--- src/rdtm_pkg.sv ---
// Function
// - Readings and limits are 8-bit two's complement, one degree per count.
// - Each channel reading holds the result of its latest finished conversion.
// - Event status bits persist until software clears their causes.
// - Remote readings show zero after power-on until a diode is measured.
// - Power-up limits: overtemperature and high 127 degrees, low minus 55.
// - Standby bit set, its default, starts no new conversion; one already started finishes.
// - In standby registers keep contents and stay readable and writable.
// - A diode fault check precedes every conversion of a channel.
// - Open or supply-shorted diode reads 127, sets open bit, drives outputs.
// - Diode shorted low reads zero and never sets the low-limit bit.
// - Per-channel registers 0x0a to 0x0e are banked, one copy per channel.
// - Write-one-to-clear bits clear on a written 1, keep on 0.
// - Event status is read-only: bits 3..0 events, bits 7..4 reserved.
// - Event status resets to all zeros.
// - Management routing register: one enable per event, reset disabled.
// - Management interrupt is active when any enabled event status is set.
// - Normal interrupt is active when any enabled event status is set.
// - Limit-exceeded channel bits set matching alert or overtemp event bits.
// - Bank 0 selects channel 1 after reset, bank 1 selects channel 2.
package rdtm_pkg;
  localparam int NUM_CH         = 2;
  localparam int CLK_PERIOD_NS  = 10;
  localparam int CONV_GAP_NS    = 1000;
  localparam int CONV_GAP_CYC   = (CONV_GAP_NS / CLK_PERIOD_NS < 1) ? 1 :
                                  CONV_GAP_NS / CLK_PERIOD_NS;
  localparam logic [7:0] GAP_LOAD = 8'(CONV_GAP_CYC - 1);

  // Register indices; the byte address is four times the index.
  localparam logic [3:0] IDX_EVT  = 4'h0;
  localparam logic [3:0] IDX_MGMT = 4'h2;
  localparam logic [3:0] IDX_IRQ  = 4'h4;
  localparam logic [3:0] IDX_GCFG = 4'h8;
  localparam logic [3:0] IDX_BANK = 4'h9;
  localparam logic [3:0] IDX_CCS  = 4'ha;
  localparam logic [3:0] IDX_RD   = 4'hb;
  localparam logic [3:0] IDX_HI   = 4'hc;
  localparam logic [3:0] IDX_LO   = 4'hd;
  localparam logic [3:0] IDX_OT   = 4'he;

  // Reset values and fixed readings.
  localparam logic [7:0] EVT_RST    = 8'h00;
  localparam logic [7:0] ROUTE_RST  = 8'h00;
  localparam logic [7:0] GCFG_RST   = 8'h03;
  localparam logic [3:0] BANK_RST   = 4'h0;
  localparam logic [7:0] CCS_RST    = 8'h00;
  localparam logic [7:0] RD_RST     = 8'h00;
  localparam logic [7:0] HI_RST     = 8'h7f;
  localparam logic [7:0] LO_RST     = 8'hc9;
  localparam logic [7:0] OT_RST     = 8'h7f;
  localparam logic [7:0] TEMP_OPEN  = 8'h7f;
  localparam logic [7:0] TEMP_SHORT = 8'h00;

  // Field layouts.
  localparam logic [7:0] EVT_MASK  = 8'h0f;
  localparam logic [7:0] GCFG_MASK = 8'h03;
  localparam int         GCFG_STBY = 0;
  localparam int         EVT_ALERT = 0;
  localparam int         EVT_OT    = 1;
  localparam int         EVT_STEP  = 2;
  localparam int         CCS_OPEN  = 6;
  localparam int         CCS_OTSEN = 5;
  localparam int         CCS_ALEN  = 4;
  localparam int         CCS_OTX   = 3;
  localparam int         CCS_HIX   = 2;
  localparam int         CCS_LOX   = 1;
  localparam int         CCS_EN    = 0;
  localparam logic [7:0] M_EOC     = 8'h80;
  localparam logic [7:0] M_OPEN    = 8'h40;
  localparam logic [7:0] M_OTX     = 8'h08;
  localparam logic [7:0] M_HIX     = 8'h04;
  localparam logic [7:0] M_LOX     = 8'h02;
  localparam logic [7:0] CCS_W1C   = 8'hce;
  localparam logic [7:0] CCS_RW    = 8'h31;

  typedef enum logic [1:0] {SEQ_IDLE, SEQ_CHECK, SEQ_CONV} rdtm_seq_type;
endpackage : rdtm_pkg

--- src/rdtm_monitor.sv ---
// Local design decision: the APB slave port.
`timescale 1ns/1ps
module rdtm_monitor import rdtm_pkg::*; (
  input  wire logic        sys_clk_in,
  input  wire logic        rstn_in,
  input  wire logic        psel_in,
  input  wire logic        penable_in,
  input  wire logic        pwrite_in,
  input  wire logic [5:0]  paddr_in,
  input  wire logic [31:0] pwdata_in,
  output logic      [31:0] prdata_out,
  output logic             pready_out,
  output logic             conv_start_out,
  output logic             conv_chan_out,
  input  wire logic        conv_done_in,
  input  wire logic [7:0]  conv_data_in,
  input  wire logic [1:0]  diode_open_in,
  input  wire logic [1:0]  diode_short_in,
  output logic             alert_out,
  output logic             overtemp_shutdown_out,
  output logic             mgmt_interrupt_out,
  output logic             irq_out
);
  logic [7:0]   evt_reg;
  logic [7:0]   mgmt_reg;
  logic [7:0]   irq_reg;
  logic [7:0]   gcfg_reg;
  logic [3:0]   bank_reg;
  logic [31:0]  prdata_reg;
  logic         pready_reg;
  logic [3:0]   fault_s1_reg;
  logic [3:0]   fault_s2_reg;
  rdtm_seq_type state_reg;
  logic         ch_reg;
  logic [7:0]   gap_reg;
  logic         open_reg;
  logic         short_reg;
  logic         start_reg;
  logic         chan_reg;
  logic         alert_reg;
  logic         ots_reg;
  logic         mgmt_out_reg;
  logic         irq_out_reg;

  logic         setup_w;
  logic         wr_w;
  logic [3:0]   idx_w;
  logic [7:0]   wd_w;
  logic         bank_ok_w;
  logic         bank_ch_w;
  logic         done_w;
  logic         ch_en_w;
  logic [7:0]   res_w;
  logic         hix_w;
  logic         lox_w;
  logic         otx_w;
  logic [7:0]   evt_next;
  logic [7:0]   ch_data_w;
  logic [7:0]   rdata_w;
  logic [NUM_CH-1:0] alert_ch_w;
  logic [NUM_CH-1:0] ots_ch_w;
  logic [7:0]   ccs_w [NUM_CH];
  logic [7:0]   rd_w  [NUM_CH];
  logic [7:0]   hi_w  [NUM_CH];
  logic [7:0]   lo_w  [NUM_CH];
  logic [7:0]   ot_w  [NUM_CH];

  // APB decode: one wait-free access phase, writes land on its edge.
  assign setup_w   = psel_in & ~penable_in;
  assign wr_w      = psel_in & penable_in & pready_reg & pwrite_in;
  assign idx_w     = paddr_in[5:2];
  assign wd_w      = pwdata_in[7:0];
  // Bank values other than the two channels map no channel registers.
  assign bank_ok_w = (bank_reg[3:1] == 3'h0);
  assign bank_ch_w = bank_reg[0];

  // Conversion result, substituted by the fault check outcome.
  assign done_w  = (state_reg == SEQ_CONV) & conv_done_in;
  assign ch_en_w = ccs_w[ch_reg][CCS_EN];
  assign res_w   = open_reg  ? TEMP_OPEN  :
                   short_reg ? TEMP_SHORT :
                   conv_data_in;

  // One comparator serves both channels since they convert in turn.
  rdtm_limit_cmp u_cmp (
    .temp_in    (res_w),
    .high_in    (hi_w[ch_reg]),
    .low_in     (lo_w[ch_reg]),
    .ot_in      (ot_w[ch_reg]),
    .short_in   (short_reg),
    .high_x_out (hix_w),
    .low_x_out  (lox_w),
    .ot_x_out   (otx_w)
  );

  // Banked per-channel register copies.
  for (genvar g = 0; g < NUM_CH; g++) begin : gen_ch
    logic [7:0] ccs_reg;
    logic [7:0] rd_reg;
    logic [7:0] hi_reg;
    logic [7:0] lo_reg;
    logic [7:0] ot_reg;
    logic       sel_w;
    logic       upd_w;
    logic       ccs_wr_w;
    logic [7:0] set_w;
    logic [7:0] clr_w;
    logic [7:0] base_w;
    logic       open_w;

    assign sel_w    = wr_w & bank_ok_w & (bank_ch_w == 1'(g));
    assign ccs_wr_w = sel_w & (idx_w == IDX_CCS);
    assign upd_w    = done_w & (ch_reg == 1'(g));
    assign set_w    = upd_w ? (M_EOC | ({8{open_reg}} & M_OPEN) |
                      ({8{otx_w}} & M_OTX) | ({8{hix_w}} & M_HIX) |
                      ({8{lox_w}} & M_LOX)) : 8'h00;
    assign clr_w    = ccs_wr_w ? (wd_w & CCS_W1C) : 8'h00;
    assign base_w   = ccs_wr_w ? ((ccs_reg & ~CCS_RW) | (wd_w & CCS_RW))
                               : ccs_reg;
    assign open_w   = ccs_reg[CCS_OPEN];

    // A hardware set in the clearing cycle wins over the clear.
    always_ff @(posedge sys_clk_in) begin
      if (!rstn_in) begin
        ccs_reg <= CCS_RST;
        rd_reg  <= RD_RST;
        hi_reg  <= HI_RST;
        lo_reg  <= LO_RST;
        ot_reg  <= OT_RST;
      end else begin
        ccs_reg <= (base_w & ~clr_w) | set_w;
        if (upd_w) begin
          rd_reg <= res_w;
        end
        if (sel_w && idx_w == IDX_HI) begin
          hi_reg <= wd_w;
        end
        if (sel_w && idx_w == IDX_LO) begin
          lo_reg <= wd_w;
        end
        if (sel_w && idx_w == IDX_OT) begin
          ot_reg <= wd_w;
        end
      end
    end

    // Event causes; an open diode raises both alert and overtemperature.
    assign evt_next[EVT_STEP*g+EVT_ALERT] = ccs_reg[CCS_HIX] |
                       ccs_reg[CCS_LOX] | open_w;
    assign evt_next[EVT_STEP*g+EVT_OT]    = ccs_reg[CCS_OTX] | open_w;
    assign alert_ch_w[g] = ccs_reg[CCS_ALEN] & (ccs_reg[CCS_HIX] |
                           ccs_reg[CCS_LOX] | open_w);
    assign ots_ch_w[g]   = ccs_reg[CCS_OTSEN] & (ccs_reg[CCS_OTX] | open_w);
    assign ccs_w[g] = ccs_reg;
    assign rd_w[g]  = rd_reg;
    assign hi_w[g]  = hi_reg;
    assign lo_w[g]  = lo_reg;
    assign ot_w[g]  = ot_reg;
  end
  assign evt_next[7:4] = 4'h0;

  // Read selection; unmapped offsets and banks read zero.
  assign ch_data_w = (idx_w == IDX_CCS) ? ccs_w[bank_ch_w] :
                     (idx_w == IDX_RD)  ? rd_w[bank_ch_w]  :
                     (idx_w == IDX_HI)  ? hi_w[bank_ch_w]  :
                     (idx_w == IDX_LO)  ? lo_w[bank_ch_w]  :
                     (idx_w == IDX_OT)  ? ot_w[bank_ch_w]  : 8'h00;
  assign rdata_w   = (idx_w == IDX_EVT)  ? evt_reg  :
                     (idx_w == IDX_MGMT) ? mgmt_reg :
                     (idx_w == IDX_IRQ)  ? irq_reg  :
                     (idx_w == IDX_GCFG) ? gcfg_reg :
                     (idx_w == IDX_BANK) ? {4'h0, bank_reg} :
                     bank_ok_w ? ch_data_w : 8'h00;

  // Bus answer: ready and read data are both captured at setup.
  always_ff @(posedge sys_clk_in) begin
    if (!rstn_in) begin
      pready_reg <= 1'b0;
      prdata_reg <= '0;
    end else begin
      pready_reg <= setup_w;
      if (setup_w) begin
        prdata_reg <= {24'h000000, rdata_w};
      end
    end
  end

  // Global registers; writes mask off reserved bits.
  always_ff @(posedge sys_clk_in) begin
    if (!rstn_in) begin
      evt_reg  <= EVT_RST;
      mgmt_reg <= ROUTE_RST;
      irq_reg  <= ROUTE_RST;
      gcfg_reg <= GCFG_RST;
      bank_reg <= BANK_RST;
    end else begin
      // Status only falls once software has cleared every cause.
      evt_reg <= evt_next;
      if (wr_w && idx_w == IDX_MGMT) begin
        mgmt_reg <= wd_w & EVT_MASK;
      end
      if (wr_w && idx_w == IDX_IRQ) begin
        irq_reg <= wd_w & EVT_MASK;
      end
      if (wr_w && idx_w == IDX_GCFG) begin
        gcfg_reg <= wd_w & GCFG_MASK;
      end
      if (wr_w && idx_w == IDX_BANK) begin
        bank_reg <= wd_w[3:0];
      end
    end
  end

  // Diode fault levels come from analog comparators, so synchronise them.
  always_ff @(posedge sys_clk_in) begin
    if (!rstn_in) begin
      fault_s1_reg <= 4'h0;
      fault_s2_reg <= 4'h0;
    end else begin
      fault_s1_reg <= {diode_short_in, diode_open_in};
      fault_s2_reg <= fault_s1_reg;
    end
  end

  // Conversion sequencer; a started conversion finishes even if standby
  // is requested meanwhile, so a reading is never half updated.
  always_ff @(posedge sys_clk_in) begin
    if (!rstn_in) begin
      state_reg <= SEQ_IDLE;
      ch_reg    <= 1'b0;
      gap_reg   <= GAP_LOAD;
      open_reg  <= 1'b0;
      short_reg <= 1'b0;
      start_reg <= 1'b0;
      chan_reg  <= 1'b0;
    end else begin
      start_reg <= 1'b0;
      unique case (state_reg)
        SEQ_IDLE: begin
          if (gap_reg != '0) begin
            gap_reg <= gap_reg - 8'h01;
          end else if (!gcfg_reg[GCFG_STBY]) begin
            if (ch_en_w) begin
              state_reg <= SEQ_CHECK;
            end else begin
              ch_reg  <= ~ch_reg;
              gap_reg <= GAP_LOAD;
            end
          end
        end
        SEQ_CHECK: begin
          open_reg  <= fault_s2_reg[ch_reg];
          short_reg <= fault_s2_reg[NUM_CH + 32'(ch_reg)];
          start_reg <= 1'b1;
          chan_reg  <= ch_reg;
          state_reg <= SEQ_CONV;
        end
        SEQ_CONV: begin
          if (conv_done_in) begin
            state_reg <= SEQ_IDLE;
            ch_reg    <= ~ch_reg;
            gap_reg   <= GAP_LOAD;
          end
        end
      endcase
    end
  end

  // Output pins, all registered.
  always_ff @(posedge sys_clk_in) begin
    if (!rstn_in) begin
      alert_reg    <= 1'b0;
      ots_reg      <= 1'b0;
      mgmt_out_reg <= 1'b0;
      irq_out_reg  <= 1'b0;
    end else begin
      alert_reg    <= |alert_ch_w;
      ots_reg      <= |ots_ch_w;
      mgmt_out_reg <= |(evt_reg & mgmt_reg);
      irq_out_reg  <= |(evt_reg & irq_reg);
    end
  end

  assign prdata_out            = prdata_reg;
  assign pready_out            = pready_reg;
  assign conv_start_out        = start_reg;
  assign conv_chan_out         = chan_reg;
  assign alert_out             = alert_reg;
  assign overtemp_shutdown_out = ots_reg;
  assign mgmt_interrupt_out    = mgmt_out_reg;
  assign irq_out               = irq_out_reg;

  logic ccs0_wr_w;
  assign ccs0_wr_w = wr_w & bank_ok_w & ~bank_ch_w & (idx_w == IDX_CCS);
endmodule : rdtm_monitor

--- src/rdtm_limit_cmp.sv ---
`timescale 1ns/1ps
// Signed limit comparison of one finished conversion result.
module rdtm_limit_cmp import rdtm_pkg::*; (
  input  wire logic [7:0] temp_in,
  input  wire logic [7:0] high_in,
  input  wire logic [7:0] low_in,
  input  wire logic [7:0] ot_in,
  input  wire logic       short_in,
  output logic            high_x_out,
  output logic            low_x_out,
  output logic            ot_x_out
);
  // All values are two's complement degrees, so compare signed.
  assign high_x_out = $signed(temp_in) > $signed(high_in);
  assign ot_x_out   = $signed(temp_in) > $signed(ot_in);
  // A shorted diode forces zero that must not look like a cold reading.
  assign low_x_out  = ~short_in &
                      ($signed(temp_in) < $signed(low_in));
endmodule : rdtm_limit_cmp

--- config.mk ---
export PLATFORM = sky130hd
export DESIGN_NAME = rdtm_monitor
export DESIGN_NICKNAME = d
export VERILOG_FILES = /design/src/rdtm_pkg.sv /design/src/rdtm_monitor.sv /design/src/rdtm_limit_cmp.sv
export SDC_FILE = /design/constraint.sdc
export NUM_CORES = 1
export LEC_CHECK = 0
export BUFFER_PORTS_ARGS = -buffer_cell sky130_fd_sc_hd__buf_2
export CORE_MARGIN = 2
export CORE_UTILIZATION = 30
export DETAILED_ROUTE_END_ITERATION = 8
export PLACE_DENSITY = 0.49
export SLEW_MARGIN = 20
export SYNTH_ARGS = -nofsm -noshare
export SYNTH_HDL_FRONTEND = slang
export SYNTH_SLANG_ARGS = --single-unit
--- constraint.sdc ---
create_clock -name sys_clk_in -period 3.63 [get_ports sys_clk_in]
set_input_delay 1.089 -clock sys_clk_in [delete_from_list [all_inputs] [get_ports sys_clk_in]]
set_output_delay 1.089 -clock sys_clk_in [all_outputs]
set_load 0.02 [all_outputs]
# == After elaboration in Yosys (flattened, before gate mapping) ==
# Cells that the tools add are included.
# word_totals
regBits,138
input_bits,56
word_cells,188
# classes
addsub,2
magnitude_cmp,7
n_eq_ne,18
muxes,66
bitwise,42
n_reduce_logical,22
# op_table
cell,count
8-bit 2-to-1 mux,47
4-bit == test (second input constant),7
1-bit bitwise AND,17
8-bit by 4-bit bitwise AND with 8-bit output,2
8-bit bitwise AND,2
8-bit > comparator,2
8-bit inverter,2
8-bit by 6-bit bitwise OR with 8-bit output,2
8-bit bitwise OR,2
8-bit one-hot mux with 2 select lines,1
8-bit OR reduction,2
1-bit 2-to-1 mux,11
1-bit logical AND,10
2-bit inequality test (second input constant),5
8-bit < comparator,1
2-bit 2-to-1 mux,4
8-bit by 2-bit bitwise OR with 8-bit output,1
8-bit by 3-bit bitwise OR with 8-bit output,1
8-bit by 4-bit bitwise OR with 8-bit output,1
4-bit AND reduction,2
8-bit nonzero test,1
8-bit by 1-bit subtractor with 8-bit output (second input constant),1
3-bit inequality test (second input constant),2
1-bit bitwise OR,6
19 further kinds,25

# == Longest topological paths before layout ==
# logic_depth
depth_word,15
mapped_depth,10
depth_no_buf,9

# == Modules after synthesis ==
# Synthesis repeated with hierarchy kept, for this count alone.
# unflattened
cells_unflattened,843
area_unflattened_um2,7390.8
# modules_own_cells
module,n_inst,cells_per_inst,area_per_inst_um2,seq_area_each_um2
rdtm_monitor,1,761,6774.0,2682.6
rdtm_limit_cmp,1,82,616.8,0.0

# == Worst setup path after synthesis ==
# No wires, ideal clock.
# synth_timing
path_type,input to register
start,input conv_data_in[7]
end,register gen_ch[0].ccs_reg[1]
arrival_ns,2.640
t_required_ns,3.543
setup_slack_ns,0.903
cell_stages,7
path_cell_list,nor3b_1 ha_1 nor2b_1 a31oi_1 or3_1 o32a_1 o31ai_1
# synth_between
elab_chain_len,7
# synth_lines
element,line,source
"start, declared",rdtm_monitor.sv:16,"input wire logic [7:0] conv_data_in,"
8-bit 2-to-1 mux,rdtm_monitor.sv:81,short_reg ? TEMP_SHORT :
8-bit 2-to-1 mux,rdtm_monitor.sv:80,assign res_w = open_reg ? TEMP_OPEN :
8-bit < comparator,rdtm_limit_cmp.sv:18,($signed(temp_in) < $signed(low_in));
1-bit bitwise AND,rdtm_limit_cmp.sv:17,assign low_x_out = ~short_in &
8-bit by 2-bit bitwise OR with 8-bit output,rdtm_monitor.sv:115,({8{otx_w}} & M_OTX) | ({8{hix_w}} & M_HIX) |
8-bit 2-to-1 mux,rdtm_monitor.sv:114,assign set_w = upd_w ? (M_EOC | ({8{open_reg}} & M_OPEN) |
8-bit bitwise OR,rdtm_monitor.sv:131,ccs_reg <= (base_w & ~clr_w) | set_w;
"end signal, assigned",rdtm_monitor.sv:131,
"end, declared",rdtm_monitor.sv:98,logic [7:0] ccs_reg;
# No other way between the ends.
# A chain may end at the register's enable or synchronous reset.

# == Worst setup path in the final report ==
# layout_timing
start,input conv_data_in[5]
end,register gen_ch[1].ccs_reg[3]
# layout_between
elab_chain_len,8
# layout_lines
element,line,source
8-bit 2-to-1 mux,rdtm_monitor.sv:81,
8-bit 2-to-1 mux,rdtm_monitor.sv:80,
via res_w[5],rdtm_monitor.sv:53,logic [7:0] res_w;
8-bit > comparator,rdtm_limit_cmp.sv:15,assign ot_x_out = $signed(temp_in) > $signed(ot_in);
8-bit by 4-bit bitwise OR with 8-bit output,rdtm_monitor.sv:114,
8-bit by 3-bit bitwise OR with 8-bit output,rdtm_monitor.sv:115,
8-bit by 2-bit bitwise OR with 8-bit output,rdtm_monitor.sv:115,
8-bit 2-to-1 mux,rdtm_monitor.sv:114,
8-bit bitwise OR,rdtm_monitor.sv:131,
"end signal, assigned",rdtm_monitor.sv:131,
"end, declared",rdtm_monitor.sv:98,
# The timed path passes the listed nets, and every way through them passes these cells.

==> impl_metrics.py <==
metrics = {
    "outcome": {
        "status": "finished clean",
    },
    "timing": {
        "setup_viol": 0,
        "finalCriticalPeriod_ns": 2.71,
        "hold_slack_ns": 0.426,
        "relSlewSlack_pct": 49.1,
        "rsz0062_at_grt": "false",
        "skew_ns": 0.00690,
        "fmax_mhz": 369,
        "report.final.hold_viol_count": 0,
        "setup_tns_ns": 0,
        "post-route-period-util_pct": 74.7,
        "worst_pin_slew_ns": 0.764,
        "report.final.slew_viol_count": 0,
    },
    "global_routing": {
        "gr-total-overflow": 0,
        "grt_usage_pct": 17.4,
        "met2_usage_pct": 27.4,
        "busiest_layer": "met2",
        "grt_max_degree": 103,
        "grt_use_met3_pct": 2.86,
        "antenna_found_initial": 0,
        "grt_use_met1_pct": 24.3,
        "grt_pass1_vias": 5570,
        "grt_pass1_wl_um": 32600,
    },
    "power": {
        "p_seq_share_pct": 39.1,
        "leakage_nw": 3.37,
        "vdd_drop_max_uv": 301,
        "p_int_w": 0.00285,
        "sw_frac_of_total_pct": 28.6,
        "power.share.clock_pct": 45.3,
        "powerDensity_nw_per_um2": 485,
        "p_sw_w": 0.00114,
        "finalPower_w": 0.00399,
        "comb_power_share_pct": 15.7,
    },
    "synth": {
        "ys.warnings.count": 0,
        "synth.top_cell.area_share_pct": 37.5,
        "synth_edf_count": 0,
        "synth-seq-cells": 134,
        "syn-mean-instance-area_um2": 8.97,
        "synth.distinct_cells": 64,
        "async_flop_share_pct": 0,
        "seq_area_frac_synth_pct": 37.5,
        "synth.area.top_cells": "dfxtp_1, mux2i_1, nand2_1",
        "syn-instance-count": 798,
        "ys.flop_type": "dfxtp_1",
        "synth_area_leader_cell": "dfxtp_1",
        "netlist_area_um2": 7160,
    },
    "detailed_routing": {
        "route.detailed.drc": 0,
        "wl_per_cell_um": 18.1,
        "drtIter0Drc": 342,
        "first_pass_iters": 7,
        "routed_via_density": 5.07,
        "wl_um": 21000,
        "vias": 5871,
        "drtAntennaViolNets": 0,
    },
    "critical_path": {
        "cp_max_fo": 3,
        "required_ns": 3.94,
        "reg2reg_slack_ns": 1.11,
        "slowest_stage": "a21oi_1",
        "regToRegEndpoint": "gap_reg[3]$_SDFFE_PN0P_",
        "start_kind": "primary input",
        "r2r_cells": 7,
        "reg2reg_from": "ch_reg$_SDFFE_PN0P_",
        "cp_cell_sequence": "buf_2 > a21oi_1 > inv_1 > ha_1 > a2111oi_0 > o221ai_1 > a31o_2",
        "worstSetupStartpoint": "conv_data_in[5]",
        "cp-end-kind": "flip-flop",
        "critPathKind": "primary input to flip-flop",
        "cp.arrival_ns": 3.02,
        "slowest_delay_ns": 0.38,
    },
    "floorplan": {
        "rows": 56,
        "ios": 95,
        "core-area_um2": 23500,
        "die_y_um": 158,
        "die_area_um2": 25100,
        "die_width_um": 158,
        "initial_utilization_pct": 30.5,
    },
    "clock_tree": {
        "cts_resized": 0,
        "cts_tree": "yes",
        "h-tree-depth": 4,
        "clk_pin_slew_ns": 0.06,
        "hold_buffers": 0,
        "cts_buffer_depth": 2,
        "cts.sinks": 134,
        "post_cts_buffers": 0,
        "cts_buffers": 17,
        "insertion_delay_ns": 0.43,
        "clockRootBuffer": "clkbuf_16",
    },
    "final_layout": {
        "utilization_pct": 35.1,
        "diodes": 0,
        "final_nets": 905,
        "drive_gt1_share_pct": 15.4,
        "final_cell_mix": "dfxtp_1, nand2_1, mux2i_1",
        "syn_to_final_growth_pct": 15.1,
        "final_common_cell": "dfxtp_1",
    },
    "worst_hold_path": {
        "worstHoldEndpoint": "fault_s2_reg[3]$_SDFF_PN0_",
        "hold_path.class": "flip-flop to flip-flop",
        "worstHoldStart": "fault_s1_reg[3]$_SDFF_PN0_",
        "hold_depth": 1,
    },
    "place": {
        "portBuffers": 44,
        "gp_congestion": 0.814,
        "hpwlAfterDp_um": 15000,
    },
    "job": {
        "maxCapViolations": 0,
    },
}
[worst max path at each step]
stage,slack [ns],depth (start not counted),endpoint
2_1_floorplan,0.90,7,gen_ch[0].ccs_reg[1]$_SDFF_PN0_
3_3_place_gp,0.59,9,gen_ch[1].ccs_reg[2]$_SDFF_PN0_
3_5_place_dp,0.52,7,gen_ch[0].ccs_reg[3]$_SDFF_PN0_
4_1_cts,0.97,7,gen_ch[1].ccs_reg[3]$_SDFF_PN0_
5_1_grt,0.81,7,gen_ch[1].ccs_reg[3]$_SDFF_PN0_
6_report,0.92,7,gen_ch[1].ccs_reg[3]$_SDFF_PN0_
[through the flow]
stage | cell area (um^2) | worst slack [ns] | instances
2_1_floorplan | 7240 | 0.903 | 821
3_3_place_gp | 7620 | 0.588 | 1125
3_5_place_dp | 7620 | 0.520 | 1125
4_1_cts | 8240 | 0.974 | 1157
5_1_grt | 8240 | 0.807 | 1157
6_report | 8240 | 0.920 | 1157
[cell type report]
type | instances | area (um^2)
Fill cell | 2421 | 15200
Multi-Input combinational cell | 592 | 4100
Sequential cell | 134 | 2690
Clock buffer | 18 | 439
Tap cell | 319 | 399
Timing Repair Buffer | 63 | 378
Clock inverter | 14 | 175
Inverter | 17 | 63.8
[power groups by stage]
stage | clock, W | sequential (W) | combinational [W]
after floorplan | 0 | 0.00158 | 0.000456
after global placement | 0 | 0.00159 | 0.000618
after detailed placement | 0 | 0.00159 | 0.000620
after CTS | 0.00185 | 0.00156 | 0.000625
after global routing | 0.00190 | 0.00157 | 0.000695
final | 0.00181 | 0.00156 | 0.000625
[per-layer routing]
layer	up-vias	part of all wire, %
li1	2822	-
met1	2861	49
met2	159	45
met3	29	4.5
met4	0	1.7
met5	-	0
[critical path: cells and delay by family]
family	cells	cell delay [ns]
adders and majority gates	1	0.34
AOI/OAI and AO/OA	4	1.31
buffers and inverters	2	0.28
[kinds of logic after synthesis]
logic type / after synthesis / share of synthesized area (%)
AND/OR/NAND/NOR: 293 / 20.2
AO/OA/AOI/OAI: 142 / 14.5
flip-flops: 134 / 37.5
multiplexers: 97 / 15.6
buffers and inverters: 95 / 6.50
adder cells (fa/ha/maj): 26 / 4.48
XOR/XNOR: 10 / 1.22
other: 1 / 0.0524
[cells in the mapped netlist (7+ instances only)]
| cell type | count |
|---|---|
| mux2_2 | 7 |
| buf_4 | 25 |
| o21ai_0 | 21 |
| dfxtp_1 | 134 |
| nand2_1 | 123 |
| buf_2 | 11 |
| a21oi_1 | 27 |
| mux4_2 | 11 |
| a22oi_1 | 8 |
| nor2_1 | 39 |
| nand3_1 | 34 |
| a21boi_0 | 15 |
| ha_1 | 24 |
| mux2i_1 | 79 |
| inv_1 | 17 |
| and2_1 | 16 |
| o211a_1 | 17 |
| nor3_1 | 7 |
| clkbuf_1 | 37 |
| nor2b_1 | 40 |
No activity file was read; power rests on OpenSTA's default activity.
